[src/design/gppio_pkg.sv]
package gppio_pkg;
    // -----------------------------------------------------------------
    // Register addresses
    // -----------------------------------------------------------------
    localparam logic [7:0] GPPIO_ADDR_PORT0_DATA = 8'h80;
    localparam logic [7:0] GPPIO_ADDR_PORT1_DATA = 8'h90;
    localparam logic [7:0] GPPIO_ADDR_PORT0_CFG = 8'hA4;
    localparam logic [7:0] GPPIO_ADDR_PORT1_CFG = 8'hA5;
    localparam logic [7:0] GPPIO_ADDR_ROUTE = 8'hE3;
    localparam logic [7:0] GPPIO_ADDR_PORT0_MODE = 8'hF1;
    localparam logic [7:0] GPPIO_ADDR_PORT1_MODE = 8'hF2;
    // -----------------------------------------------------------------
    // Reset values
    // -----------------------------------------------------------------
    localparam logic [7:0] GPPIO_RST_DATA = 8'hFF;
    localparam logic [7:0] GPPIO_RST_CFG = 8'h00;
    localparam logic [7:0] GPPIO_RST_ROUTE = 8'h00;
    localparam logic [7:0] GPPIO_RST_MODE = 8'hFF;
    // -----------------------------------------------------------------
    // Routing register fields
    // -----------------------------------------------------------------
    localparam int GPPIO_BIT_GLOBAL_PUD = 7;
    localparam int GPPIO_BIT_PORT3_PUD = 6;
    localparam int GPPIO_BIT_PORT2_PUD = 5;
    localparam int GPPIO_BIT_PORT1_PUD = 4;
    localparam int GPPIO_BIT_PORT0_PUD = 3;
    localparam int GPPIO_BIT_SPI_EN = 0;
    localparam logic [7:0] GPPIO_ROUTE_WMASK = 8'hF9;
    localparam int GPPIO_NPORT = 2;
endpackage : gppio_pkg

[src/design/gppio_top.sv]
// Behaviour
// [RULE1] Each port data register is reachable as a whole byte and as single addressed bits.
// [RULE2] A write to a port data register is held in its latch and driven onto the pins.
// [RULE3] A plain read returns pin levels, gated to zero where the pin is in analog mode.
// [RULE4] Read-modify-write byte accesses read the latch instead of the pins.
// [RULE5] Bit move, clear and set to a port bit read and rewrite the latch value.
// [RULE6] A cleared config bit gives open-drain, a set bit push-pull; reset gives open-drain.
module gppio_top
    import gppio_pkg::*;
(
    // Clock and reset
    input wire logic i_sys_clk,
    input wire logic i_rst,
    // Byte access port
    input wire logic [7:0] i_addr,
    input wire logic i_wr,
    input wire logic i_rd,
    input wire logic i_rmw,
    input wire logic [7:0] i_wdata,
    output logic [7:0] o_rdata,
    // Bit access port
    input wire logic [7:0] i_bit_addr,
    input wire logic i_bit_wr,
    input wire logic i_bit_rd,
    input wire logic i_bit_rmw,
    input wire logic i_bit_wdata,
    output logic o_bit_rdata,
    // Pins
    input wire logic [15:0] i_pin,
    output logic [15:0] o_pin,
    output logic [15:0] o_pin_oe_n,
    // Pull-up and routing controls
    output logic [3:0] o_port_pullup_disable,
    output logic o_serial_periph_route_enable
);
    // -----------------------------------------------------------------
    // Registers
    // -----------------------------------------------------------------
    logic [7:0] data_reg [GPPIO_NPORT];
    logic [7:0] cfg_reg [GPPIO_NPORT];
    logic [7:0] mode_reg [GPPIO_NPORT];
    logic [7:0] route_reg;
    logic [7:0] rdata_reg;
    logic bit_rdata_reg;

    // -----------------------------------------------------------------
    // Bit address decode: byte base is the upper five bits times eight
    // -----------------------------------------------------------------
    wire [7:0] bit_byte_addr = {i_bit_addr[7:3], 3'b000};
    wire [2:0] bit_idx = i_bit_addr[2:0];
    wire route_wr = i_wr && (i_addr == GPPIO_ADDR_ROUTE);
    logic [7:0] byte_rd [GPPIO_NPORT];
    logic [7:0] bit_rd [GPPIO_NPORT];

    // -----------------------------------------------------------------
    // Per-port logic
    // -----------------------------------------------------------------
    genvar p;
    genvar b;
    generate
        for (p = 0; p < GPPIO_NPORT; p++) begin : g_port
            // Per-port register addresses
            localparam logic [7:0] DADDR =
                (p == 0) ? GPPIO_ADDR_PORT0_DATA : GPPIO_ADDR_PORT1_DATA;
            localparam logic [7:0] CADDR =
                (p == 0) ? GPPIO_ADDR_PORT0_CFG : GPPIO_ADDR_PORT1_CFG;
            localparam logic [7:0] MADDR =
                (p == 0) ? GPPIO_ADDR_PORT0_MODE : GPPIO_ADDR_PORT1_MODE;

            // Write decode
            wire data_wr = i_wr && (i_addr == DADDR); // [RULE1]
            wire bit_hit = i_bit_wr && (bit_byte_addr == DADDR); // [RULE1]
            wire cfg_wr = i_wr && (i_addr == CADDR);
            wire mode_wr = i_wr && (i_addr == MADDR);

            // Read sources
            wire [7:0] pins = i_pin[p*8 +: 8] & mode_reg[p]; // [RULE3]
            wire [7:0] bit_mask = 8'h01 << bit_idx;

            // Bit write merges into latch, so other bits keep latch value
            wire [7:0] bit_merge = (data_reg[p] & ~bit_mask)
                | ({8{i_bit_wdata}} & bit_mask); // [RULE5]

            // Byte write beats a same-cycle bit write
            wire [7:0] data_next = data_wr ? i_wdata : bit_merge; // [RULE2]
            wire data_load = data_wr || bit_hit;

            // Latch source for rmw, pins otherwise
            assign byte_rd[p] = i_rmw ? data_reg[p] : pins; // [RULE3] [RULE4]
            assign bit_rd[p] = i_bit_rmw ? data_reg[p] : pins; // [RULE5]

            // Output latch
            always_ff @(posedge i_sys_clk) begin
                if (i_rst) begin
                    data_reg[p] <= GPPIO_RST_DATA;
                end else if (data_load) begin
                    data_reg[p] <= data_next; // [RULE2]
                end
            end

            // Output configuration
            always_ff @(posedge i_sys_clk) begin
                if (i_rst) begin
                    cfg_reg[p] <= GPPIO_RST_CFG; // [RULE6]
                end else if (cfg_wr) begin
                    cfg_reg[p] <= i_wdata; // [RULE6]
                end
            end

            // Input mode
            always_ff @(posedge i_sys_clk) begin
                if (i_rst) begin
                    mode_reg[p] <= GPPIO_RST_MODE;
                end else if (mode_wr) begin
                    mode_reg[p] <= i_wdata; // [RULE3]
                end
            end

            // Per-pin drive
            for (b = 0; b < 8; b++) begin : g_pin
                wire push_pull = cfg_reg[p][b];
                wire latch_bit = data_reg[p][b];
                // Open-drain: a latched one releases the pin
                assign o_pin[p*8 + b] = latch_bit; // [RULE2]
                assign o_pin_oe_n[p*8 + b] = ~push_pull & latch_bit; // [RULE6]
            end
        end
    endgenerate

    // -----------------------------------------------------------------
    // Read address decode
    // -----------------------------------------------------------------
    wire hit_port0_data = (i_addr == GPPIO_ADDR_PORT0_DATA);
    wire hit_port1_data = (i_addr == GPPIO_ADDR_PORT1_DATA);
    wire hit_port0_cfg = (i_addr == GPPIO_ADDR_PORT0_CFG);
    wire hit_port1_cfg = (i_addr == GPPIO_ADDR_PORT1_CFG);
    wire hit_route = (i_addr == GPPIO_ADDR_ROUTE);
    wire hit_port0_mode = (i_addr == GPPIO_ADDR_PORT0_MODE);
    wire hit_port1_mode = (i_addr == GPPIO_ADDR_PORT1_MODE);

    // -----------------------------------------------------------------
    // Bit read decode
    // -----------------------------------------------------------------
    wire bit_hit_port0 = (bit_byte_addr == GPPIO_ADDR_PORT0_DATA); // [RULE1]
    wire bit_hit_port1 = (bit_byte_addr == GPPIO_ADDR_PORT1_DATA); // [RULE1]

    // -----------------------------------------------------------------
    // Read mux
    // -----------------------------------------------------------------
    // Unmapped addresses read zero
    wire [7:0] rd_mux = ({8{hit_port0_data}} & byte_rd[0])
        | ({8{hit_port1_data}} & byte_rd[1])
        | ({8{hit_port0_cfg}} & cfg_reg[0])
        | ({8{hit_port1_cfg}} & cfg_reg[1])
        | ({8{hit_route}} & route_reg)
        | ({8{hit_port0_mode}} & mode_reg[0])
        | ({8{hit_port1_mode}} & mode_reg[1]);

    // Bits outside the port bytes read zero
    wire bit_mux = (bit_hit_port0 & bit_rd[0][bit_idx])
        | (bit_hit_port1 & bit_rd[1][bit_idx]);

    // -----------------------------------------------------------------
    // Pull-up and routing register
    // -----------------------------------------------------------------
    always_ff @(posedge i_sys_clk) begin
        if (i_rst) begin
            route_reg <= GPPIO_RST_ROUTE;
        end else if (route_wr) begin
            route_reg <= i_wdata & GPPIO_ROUTE_WMASK;
        end
    end

    // -----------------------------------------------------------------
    // Byte read data
    // -----------------------------------------------------------------
    always_ff @(posedge i_sys_clk) begin
        if (i_rst) begin
            rdata_reg <= 8'h00;
        end else if (i_rd) begin
            rdata_reg <= rd_mux; // [RULE3] [RULE4]
        end
    end

    // -----------------------------------------------------------------
    // Bit read data
    // -----------------------------------------------------------------
    always_ff @(posedge i_sys_clk) begin
        if (i_rst) begin
            bit_rdata_reg <= 1'b0;
        end else if (i_bit_rd) begin
            bit_rdata_reg <= bit_mux; // [RULE5]
        end
    end

    // -----------------------------------------------------------------
    // Outputs
    // -----------------------------------------------------------------
    assign o_rdata = rdata_reg;
    assign o_bit_rdata = bit_rdata_reg;
    assign o_serial_periph_route_enable = route_reg[GPPIO_BIT_SPI_EN];

    // -----------------------------------------------------------------
    // Pull-up disables
    // -----------------------------------------------------------------
    genvar q;
    generate
        for (q = 0; q < 4; q++) begin : g_pullup
            // Global disable overrides each port disable
            assign o_port_pullup_disable[q] = route_reg[GPPIO_BIT_GLOBAL_PUD]
                | route_reg[GPPIO_BIT_PORT0_PUD + q];
        end
    endgenerate
endmodule : gppio_top

[config.mk]
export PLATFORM = sky130hd
export DESIGN_NAME = gppio_top
export DESIGN_NICKNAME = d
export VERILOG_FILES = /design/src/design/gppio_pkg.sv /design/src/design/gppio_top.sv
export SDC_FILE = /design/constraint.sdc
export NUM_CORES = 1
export LEC_CHECK = 0
export BUFFER_PORTS_ARGS = -buffer_cell sky130_fd_sc_hd__buf_2
export CAP_MARGIN = 10
export CELL_PAD_IN_SITES_DETAIL_PLACEMENT = 1
export CELL_PAD_IN_SITES_GLOBAL_PLACEMENT = 2
export CORE_MARGIN = 3
export CORE_UTILIZATION = 35
export DETAILED_ROUTE_END_ITERATION = 10
export PLACE_DENSITY = 0.84
export SETUP_SLACK_MARGIN = 0.4
export SYNTH_ARGS = -nofsm -noshare
export SYNTH_HDL_FRONTEND = slang
export SYNTH_SLANG_ARGS = --single-unit
[constraint.sdc]
create_clock -name i_sys_clk -period 2.6 [get_ports i_sys_clk]
set_input_delay 0.39 -clock i_sys_clk [delete_from_list [all_inputs] [get_ports i_sys_clk]]
set_output_delay 0.39 -clock i_sys_clk [all_outputs]
set_load 0.03 [all_outputs]
==> results.py, run 1 <==
metrics = {
    "detailed_routing": {
        "wire_per_inst_um": 23.7,
        "dr.pass1.iters": 4,
        "via_per_inst": 5.97,
        "drcViolationCount": 0,
        "vias": 3979,
        "drtIter0Drc": 250,
        "wirelength_um": 15800,
        "antenna_left": 0,
    },
    "logic_synthesis": {
        "syn_inst": 437,
        "ys_seq_area_share_pct": 43.7,
        "synth_edf_count": 48,
        "async_flop_share_pct": 0,
        "yosys_warnings": 0,
        "synth_cell_type_count": 57,
        "syn_area_um2": 3990,
        "avgSynthCellArea_um2": 9.12,
        "ys_ff_latch": 63,
        "synth_ff_type": "edfxtp_1",
        "syn_nets": 486,
    },
    "finish": {
        "final_layout_size_suffix_gt1_share_pct": 27.5,
        "fill_cells": 1323,
        "antenna_cells": 0,
        "final_nets": 571,
        "fin_cells": 667,
        "synthToLayoutAreaGrowth_pct": 21.6,
        "regArea_um2": 1740,
        "multi_input_area_um2": 2110,
    },
    "timing": {
        "drv_slew": 0,
        "setup_viol": 0,
        "period_share_pct": 73.4,
        "max_freq_mhz": 524,
        "tns_ps": 0,
        "slew_headroom_pct": 54.2,
        "hold_viol_final": 0,
        "finalClockSkew_ps": 3.89,
        "worst_pin_slew_ps": 677,
        "rsz0062_at_grt": "no",
        "min_period_ps": 1910,
        "finalHoldWorstSlack_ps": 408,
    },
    "global_route": {
        "grt_use_total_pct": 24.5,
        "antenna_found_initial": 0,
        "grt-ovfl-total": 0,
        "grt_max_degree": 33,
        "grt_pass1_vias": 4079,
        "grt_pass1_wl_um": 23400,
    },
    "hold_path": {
        "holdPathStages": 3,
        "hold_path.class": "in2reg",
    },
    "setup_path": {
        "endpoint_kind": "register",
        "cp.required_ps": 2640,
        "reg2reg_depth": 5,
        "arrival_ps": 1950,
        "cp_max_fo": 8,
        "r2r_slack_ps": 830,
        "critPathLaunchType": "primary input",
        "path_class": "in2reg",
    },
    "floorplanning": {
        "rows": 38,
        "ioPinCount": 95,
        "initial_core_util_pct": 36.3,
        "dieArea_um2": 12700,
        "coreArea_um2": 11000,
        "fp.dieW_um": 113,
        "die_h_um": 113,
    },
    "cts": {
        "cts-buffers-inserted": 9,
        "clockRootBuffer": "clkbuf_16",
        "insertion_delay_ps": 320,
        "cts.repair.resized": 0,
        "hold_buffers": 0,
        "cts_htree_levels": 3,
        "cts_max_path_buffers": 2,
        "cts_setup_buffers": 0,
        "clk_pin_slew_ps": 50,
        "cts_tree": "done",
        "clkSinkCount": 63,
    },
    "placed_design": {
        "port_buffers": 94,
        "routabilityCongestion": 0.899,
        "dp_cells": 651,
        "dpl.hpwl_um": 12100,
    },
    "power": {
        "power.density_nw_per_um2": 537,
        "ir_worst_vdd_v": 0.000256,
        "p_leak_nw": 1.90,
    },
    "flow_run": {
        "drv_cap": 0,
    },
    "outcome": {
        "status": "finished, final reports clean",
    },
}
synth_stat cells, types with 6 or more instances:
library cell / instances / area [um2]
dfxtp_1: 15 / 300
inv_1: 7 / 26.3
o21ai_0: 38 / 190
nand2_1: 65 / 244
edfxtp_1: 48 / 1440
nor2_1: 18 / 67.6
nand3_1: 21 / 105
a221oi_1: 7 / 61.3
or3_1: 8 / 50.1
a21oi_1: 17 / 85.1
nand3b_1: 9 / 67.6
nand2b_1: 14 / 87.6
nor2b_1: 20 / 125
a21o_1: 12 / 90.1
and3_1: 8 / 50.1
a31o_2: 7 / 61.3
o211ai_1: 7 / 52.6
and2_1: 17 / 106
clkbuf_1: 17 / 63.8
buf_2: 6 / 30.0
a22oi_1: 6 / 45.0
worst max-delay path: stages:
cell and delay (ps):
buf_2 100, nor4b_1 620, nand2b_1 160, o21a_1 240, nor2_2 260, o21ai_0 180
kinds of logic (layout without fill, tap and decap cells):
family,count (synthesis),count (layout),synth area share [%]
simple gates,214,214,30.2
compound gates,126,126,22.2
flops,63,63,43.7
buf+inv,32,122,3.39
mux,2,2,0.502
placed cells by master (no fill, tap or decap), types with 12 or more instances in the layout:
cell type	count
a21oi_1	17
and2_1	17
o21ai_0	38
a21o_1	12
dfxtp_1	15
nand3_1	21
edfxtp_1	48
nor2b_1	20
nor2_1	18
nand2_1	65
nand2b_1	14
buf_2	94
area by class of cell:
cell class / instances / share of cell area, %
multi-input combinational: 342 / 43.5
tap: 140 / 3.61
clock inverter: 5 / 0.671
sequential: 63 / 35.9
inverter: 7 / 0.542
clock buffer: 11 / 5.21
timing repair buffer: 99 / 10.5
power breakdown:
group | switching, mW | leakage, nW | internal, mW
Sequential | 0.0261 | 0.545 | 1.12
Combinational | 0.234 | 1.23 | 0.111
Clock | 0.424 | 0.134 | 0.692
routing by layer:
metal | share of wire, % | wire length [um] | vias to the layer above | GRT usage [%]
li1 | - | - | 1795 | -
met1 | 43 | 6720 | 1992 | 32.2
met2 | 47 | 7440 | 163 | 40.0
met3 | 7.7 | 1220 | 29 | 4.97
met4 | 2.7 | 420 | 0 | 8.81
met5 | 0 | 0 | - | 0
final timing paths:
check	end	startpoint
setup / recovery	data_reg[0][5]	i_bit_addr[3]
hold / removal	route_reg[0]	i_wdata[0]
setup reg to reg	o_bit_rdata	data_reg[0][4]
hold reg to reg	route_reg[5]	route_reg[5]
per-stage QoR:
stage	util [%]	cell area, um2	setup WS [ps]	total power [mW]
2_1_floorplan	-	3990	764	1.36
3_3_place_gp	41.5	4560	446	1.50
3_5_place_dp	41.5	4560	391	1.50
4_1_cts	44.1	4850	741	2.62
5_1_grt	44.1	4850	568	2.70
6_report	44.1	4850	690	2.60
Note: power is estimated with default switching activity, not from simulation.
==> run 2, diff against run 1 <==
Settings changed: ABC_AREA set to 1, CORE_UTILIZATION 35 to 26, PLACE_DENSITY 0.84 to 0.73.
Clock period 2.6 ns to 1.68 ns, I/O delays scaled along.
==> run 2 against run 1 <==
  * Final area grew 29%
  * Critical path depth grew 2
  * Sequential cell count unchanged
  * First-iteration DRC count rose by 10%
  * Area after synthesis is 2.0% lower
  * Global-route usage shrank 2.9 points
  * Non-clock buffer count up 83
  * Cell count rose by 39%
  * Sequential share of layout area down 8.0 points
  * Combinational power up 100%
  * Register-to-register slack lost 490 ps
  * Critical path type unchanged
==> results.py, run 2 <==
metrics = {
    "outcome": {
        "status": "finished, final reports clean",
    },
    "logic_synthesis": {
        "synth_ff_type": "edfxtp_1",
        "synthSimpleGateAreaFrac_pct": 33.8,
        "synth_compound_area_share_pct": 13.0,
        "synth_mux_area_share_pct": 0,
        "syn_area_um2": 3910,
        "ys_ff_latch": 63,
        "syn_nets": 605,
        "syn_inst": 556,
        "synth_adder_area_share_pct": 0,
        "avgSynthCellArea_um2": 7.03,
        "yosysTopAreaCell": "edfxtp_1",
        "ys_seq_area_share_pct": 44.6,
        "yosys_warnings": 0,
        "synth_xor_area_share_pct": 0,
        "ys_top_cells_by_count": "162 x nand2_1, 109 x nor2_1, 68 x inv_1, 65 x o21ai_0, 48 x edfxtp_1",
        "synthTopCellsByArea": "edfxtp_1 37%, nand2_1 16%, nor2_1 10%, o21ai_0 8.3%, dfxtp_1 7.7%",
        "yosysMostFrequentCell": "nand2_1",
        "synth_top_area_share_pct": 36.9,
        "synth_edf_count": 48,
        "async_flop_share_pct": 0,
        "synth_cell_type_count": 30,
        "synth_top_family_by_area": "simple AND/OR/NAND/NOR gates",
    },
    "global_route": {
        "grt_pass1_vias": 4554,
        "grt_use_met3_pct": 3.74,
        "grt-ovfl-total": 0,
        "top_usage_layer": "met2",
        "grt_max_degree": 33,
        "grt_pass1_wl_um": 26600,
        "grtUsageMet1_pct": 27.8,
        "grt_use_total_pct": 21.6,
        "antenna_found_initial": 0,
        "grt_use_met2_pct": 37.8,
    },
    "power": {
        "p_int_mw": 3.29,
        "power.density_nw_per_um2": 720,
        "p_leak_nw": 2.95,
        "pwr-share-seq_pct": 39.5,
        "netSwitchingPower_mw": 1.20,
        "ir_worst_vdd_v": 0.000450,
        "pwr-share-comb_pct": 15.6,
        "sw_frac_of_total_pct": 26.7,
        "clkPwrFrac_pct": 44.9,
    },
    "timing": {
        "hold_viol_final": 0,
        "finalHoldWorstSlack_ps": 223,
        "worst_pin_slew_ps": 604,
        "setup_viol": 0,
        "period_share_pct": 84.7,
        "finalClockSkew_ps": 8.15,
        "min_period_ps": 1420,
        "drv_slew": 0,
        "max_freq_mhz": 703,
        "slew_headroom_pct": 59.7,
        "rsz0062_at_grt": "yes",
    },
    "finish": {
        "synthToLayoutAreaGrowth_pct": 59.5,
        "fin_cells": 927,
        "antenna_cells": 0,
        "final_layout_size_suffix_gt1_share_pct": 39.7,
        "final_nets": 787,
        "mostFrequentLayoutCell": "nand2_1",
        "layout_common_cells": "152 x nand2_1, 85 x nor2_1, 62 x buf_4",
        "fill_cells": 1766,
    },
    "setup_path": {
        "cp_max_fo": 8,
        "path_buf_inv": 2,
        "arrival_ps": 1480,
        "path_cells": "buf_8, nor2_4, nand2_4, nor4_4, buf_4, nand2_4, a21oi_4, o211ai_1",
        "cp.required_ps": 1740,
        "critPathTopFamily": "simple AND/OR/NAND/NOR gates",
        "crit_top_cell": "nand2_4",
        "critPathLaunchType": "primary input",
        "critPathMaxStageDelay_ps": 300,
        "path_class": "in2reg",
        "endpoint_kind": "register",
        "slowest_stage": "a21oi_4",
    },
    "floorplanning": {
        "rows": 44,
        "die_h_um": 129,
        "fp.dieW_um": 129,
        "coreArea_um2": 14600,
        "ioPinCount": 95,
        "initial_core_util_pct": 26.8,
        "dieArea_um2": 16500,
    },
    "detailed_routing": {
        "wirelength_um": 18500,
        "dr.pass1.iters": 4,
        "antenna_left": 0,
        "vias": 4553,
        "drtIter0Drc": 276,
        "drcViolationCount": 0,
        "wire_per_inst_um": 20.0,
        "via_per_inst": 4.91,
    },
    "cts": {
        "cts-buffers-inserted": 9,
        "hold_buffers": 0,
        "cts_htree_levels": 3,
        "cts_max_path_buffers": 2,
        "clk_pin_slew_ps": 50,
        "insertion_delay_ps": 340,
        "cts_tree": "done",
        "clockRootBuffer": "clkbuf_16",
        "clkSinkCount": 63,
    },
    "placed_design": {
        "dp_cells": 855,
        "routabilityCongestion": 0.852,
        "port_buffers": 94,
        "dpl.hpwl_um": 13800,
    },
    "flow_run": {
        "drv_cap": 0,
    },
    "hold_path": {
        "hold_path.class": "in2reg",
    },
}
[run 2: worst paths after layout]
path | start | end | slack, ps | cells past startpoint
worst max-delay path | i_addr[2] | data_reg[1][0] | 260 | 8
worst max register to register | data_reg[1][5] | o_bit_rdata | 340 | 11
worst min register to register | route_reg[5] | route_reg[5] | 470 | 2
worst min-delay path | i_bit_rd | o_bit_rdata | 220 | 4
[run 2: tightest hold or removal path, delay by kind of cell]
| kind | cells | cell delay, ps |
|---|---|---|
| buffers and inverters | 2 | 150 |
| AND/OR/NAND/NOR | 2 | 120 |
[run 2: metrics by stage]
| step | setup TNS (ps) | area [um2] | power (mW) | util, % | worst slack, ps |
|---|---|---|---|---|---|
| after floorplan | 0 | 3980 | 2.08 | - | 131 |
| after global placement | -561 | 4900 | 2.37 | 33.6 | -68.7 |
| after detailed placement | -1370 | 4900 | 2.37 | 33.6 | -91.7 |
| after CTS | 0 | 5760 | 4.41 | 39.5 | 317 |
| after global routing | 0 | 6230 | 4.64 | 42.7 | 197 |
| final | 0 | 6230 | 4.49 | 42.7 | 257 |
[run 2: per-layer routing]
layer	part of all wire, %	wire, um
met2	50	9330
met1	42	7870
met4	1.8	340
met5	0	0
met3	5.4	1000
[run 2: cell type report]
class | count | area, um2 | area share [%]
Clock buffer | 15 | 320 | 5.14
Clock inverter | 1 | 5.00 | 0.0803
Inverter | 72 | 284 | 4.56
Multi-Input combinational cell | 408 | 2150 | 34.5
Sequential cell | 63 | 1740 | 27.9
Tap cell | 184 | 230 | 3.69
Timing Repair Buffer | 182 | 1490 | 23.9
Timing Repair inverter | 2 | 12.5 | 0.201
[run 2: cell families after synthesis]
kind of cell	count (synthesis)
AOI/OAI and AO/OA	94
buffers and inverters	85
DFF	63
and+or+nand+nor	314
[run 2: timing repair]
action,in CTS,in global routing
endpoints found under the setup margin,91,116
gates cloned,0,2
pin swaps,21,37
buffers inserted,32,22
resized for setup,103,99
[run 2: power groups by stage]
stage / Sequential, mW / Clock [mW] / Combinational [mW]
detailed placement: 1.80 / 0 / 0.572
global placement: 1.80 / 0 / 0.565
finish: 1.77 / 2.01 / 0.700
floorplan: 1.80 / 0 / 0.280
global route: 1.78 / 2.10 / 0.759
CTS: 1.77 / 2.00 / 0.643
==> run 3, diff against run 2 <==
Clock period 1.68 ns to 1.1 ns, I/O delays scaled along.
==> run 3 against run 2 <==
  * Utilization increased by 9.8 points
  * The run now ends with setup timing left
  * Die area unchanged
  * Setup slack got worse by 600 ps
  * Non-clock buffer count increased by 71
  * Critical path depth decreased by 3
  * Clock-buffer cell count decreased by 5
  * Power increased by 53%
  * Critical endpoint is now o_pin_oe_n[10]
  * Wire length increased by 8.6%
==> results.py, run 3 (synthesized netlist as in run 2, its figures left out) <==
metrics = {
    "outcome": {
        "status": "complete, but fails checks",
        "failed_checks": "setup timing",
    },
    "placed_design": {
        "pre_cts_ws_ps": -565,
        "routabilityCongestion": 0.860,
        "dpl.hpwl_um": 14600,
        "port_buffers": 94,
    },
    "detailed_routing": {
        "antenna_left": 0,
        "wire_per_inst_um": 20.2,
        "dr.pass1.iters": 5,
        "drcViolationCount": 0,
        "via_per_inst": 4.84,
        "vias": 4828,
        "wirelength_um": 20100,
        "drtIter0Drc": 303,
    },
    "finish": {
        "final_core_util_pct": 52.5,
        "final_nets": 857,
        "synthToLayoutAreaGrowth_pct": 96.2,
        "fill_cells": 1720,
        "antenna_cells": 0,
        "mostFrequentLayoutCell": "buf_6",
        "multi_input_area_um2": 2570,
        "layout_common_cells": "137 x buf_6, 126 x nand2_1, 74 x nor2_1",
        "final_layout_size_suffix_gt1_share_pct": 54.9,
        "regArea_um2": 1760,
    },
    "setup_path": {
        "path_class": "reg2out",
        "cp_max_fo": 2,
        "endpoint_kind": "output pin",
        "crit_top_cell": "buf_6",
        "slowest_stage": "edfxtp_1",
        "cp.required_ps": 940,
        "path_cells": "buf_6, inv_4, buf_6, nor2_4, buf_6",
        "arrival_ps": 1280,
        "critPathLaunchType": "register",
        "critPathMaxStageDelay_ps": 460,
        "r2r_slack_ps": -270,
    },
    "floorplanning": {
        "ioPinCount": 95,
        "die_h_um": 129,
        "fp.dieW_um": 129,
        "initial_core_util_pct": 26.8,
        "dieArea_um2": 16500,
        "coreArea_um2": 14600,
        "rows": 44,
    },
    "hold_path": {
        "hold_path.class": "in2reg",
    },
    "power": {
        "netSwitchingPower_mw": 2.02,
        "sw_frac_of_total_pct": 29.4,
        "pwr-share-comb_pct": 19.2,
        "p_leak_nw": 3.52,
        "finalPower_mw": 6.88,
        "ir_worst_vdd_v": 0.000770,
        "clkPwrFrac_pct": 41.3,
        "power.density_nw_per_um2": 898,
        "pwr-share-seq_pct": 39.4,
        "p_int_mw": 4.86,
    },
    "cts": {
        "cts_htree_levels": 3,
        "clk_pin_slew_ps": 60,
        "insertion_delay_ps": 350,
        "cts_max_path_buffers": 2,
        "cts-buffers-inserted": 9,
        "clockRootBuffer": "clkbuf_16",
        "cts_tree": "done",
        "clkSinkCount": 63,
    },
    "global_route": {
        "grt-ovfl-total": 0,
        "grt_pass1_vias": 5038,
        "grt_use_total_pct": 24.0,
        "grt_pass1_wl_um": 29300,
        "antenna_found_initial": 0,
        "grt_max_degree": 33,
    },
    "timing": {
        "hold_viol_final": 0,
        "finalHoldWorstSlack_ps": 111,
        "rsz0062_at_grt": "yes",
        "fin_ws_ps": -344,
        "worst_pin_slew_ps": 396,
        "tns_ps": -14590,
        "drv_slew": 0,
        "min_period_ps": 1440,
        "setup_viol": 90,
        "max_freq_mhz": 693,
        "period_share_pct": 131,
        "slew_headroom_pct": 73.6,
        "finalClockSkew_ps": 8.25,
    },
    "flow_run": {
        "drv_cap": 0,
    },
}
==> run 3: routing by layer <==
metal	GRT usage, %	vias to the layer above	share of wire [%]
met5	0	-	0
met2	42.8	134	52
met4	8.71	0	3.4
li1	-	2316	-
met1	29.2	2341	39
met3	3.99	37	5.3
==> run 3: layout make-up <==
class / count / area share (%)
timing repair inverter: 1 / 0.114
clock inverter: 6 / 0.555
tap: 184 / 3.00
multi-input combinational: 408 / 33.5
sequential: 63 / 22.9
inverter: 72 / 4.91
timing repair buffer: 253 / 31.7
clock buffer: 10 / 3.27
==> run 3: final timing paths <==
kind | from | end | cells past startpoint
worst max-delay path | data_reg[1][2] | o_pin_oe_n[10] | 5
worst max register to register | data_reg[1][2] | o_bit_rdata | 11
worst min-delay path | i_bit_rd | o_bit_rdata | 4
worst min register to register | route_reg[6] | route_reg[6] | 2
==> run 3: worst max-delay path, delay by kind of cell, from the launching register on <==
family	cells	cell delay, ps
buf+inv	4	440
flops	1	460
simple gates	1	30
==> run 3: timing repair <==
| action | 4_1_cts | 5_1_grt |
|---|---|---|
| pin swaps | 67 | 47 |
| endpoints found under the setup margin | 157 | 157 |
| buffers inserted | 43 | 25 |
| hold buffers | 0 | 0 |
| gates resized for setup | 302 | 84 |
| gates cloned | 1 | 0 |
==> run 3: stage by stage <==
step | std cells | instance area [um2]
6_report | 997 | 7660
5_1_grt | 997 | 7660
3_5_place_dp | 912 | 5600
2_1_floorplan | 556 | 4220
4_1_cts | 972 | 7190
3_3_place_gp | 912 | 5600
==> run 3: power by group through the flow <==
stage	Sequential [mW]	Clock [mW]	Combinational, mW
final	2.71	2.84	1.32
after detailed placement	2.75	0	1.00
after global placement	2.75	0	0.982
after global routing	2.72	2.96	1.42
after CTS	2.71	2.86	1.25
after floorplan	2.77	0	0.460
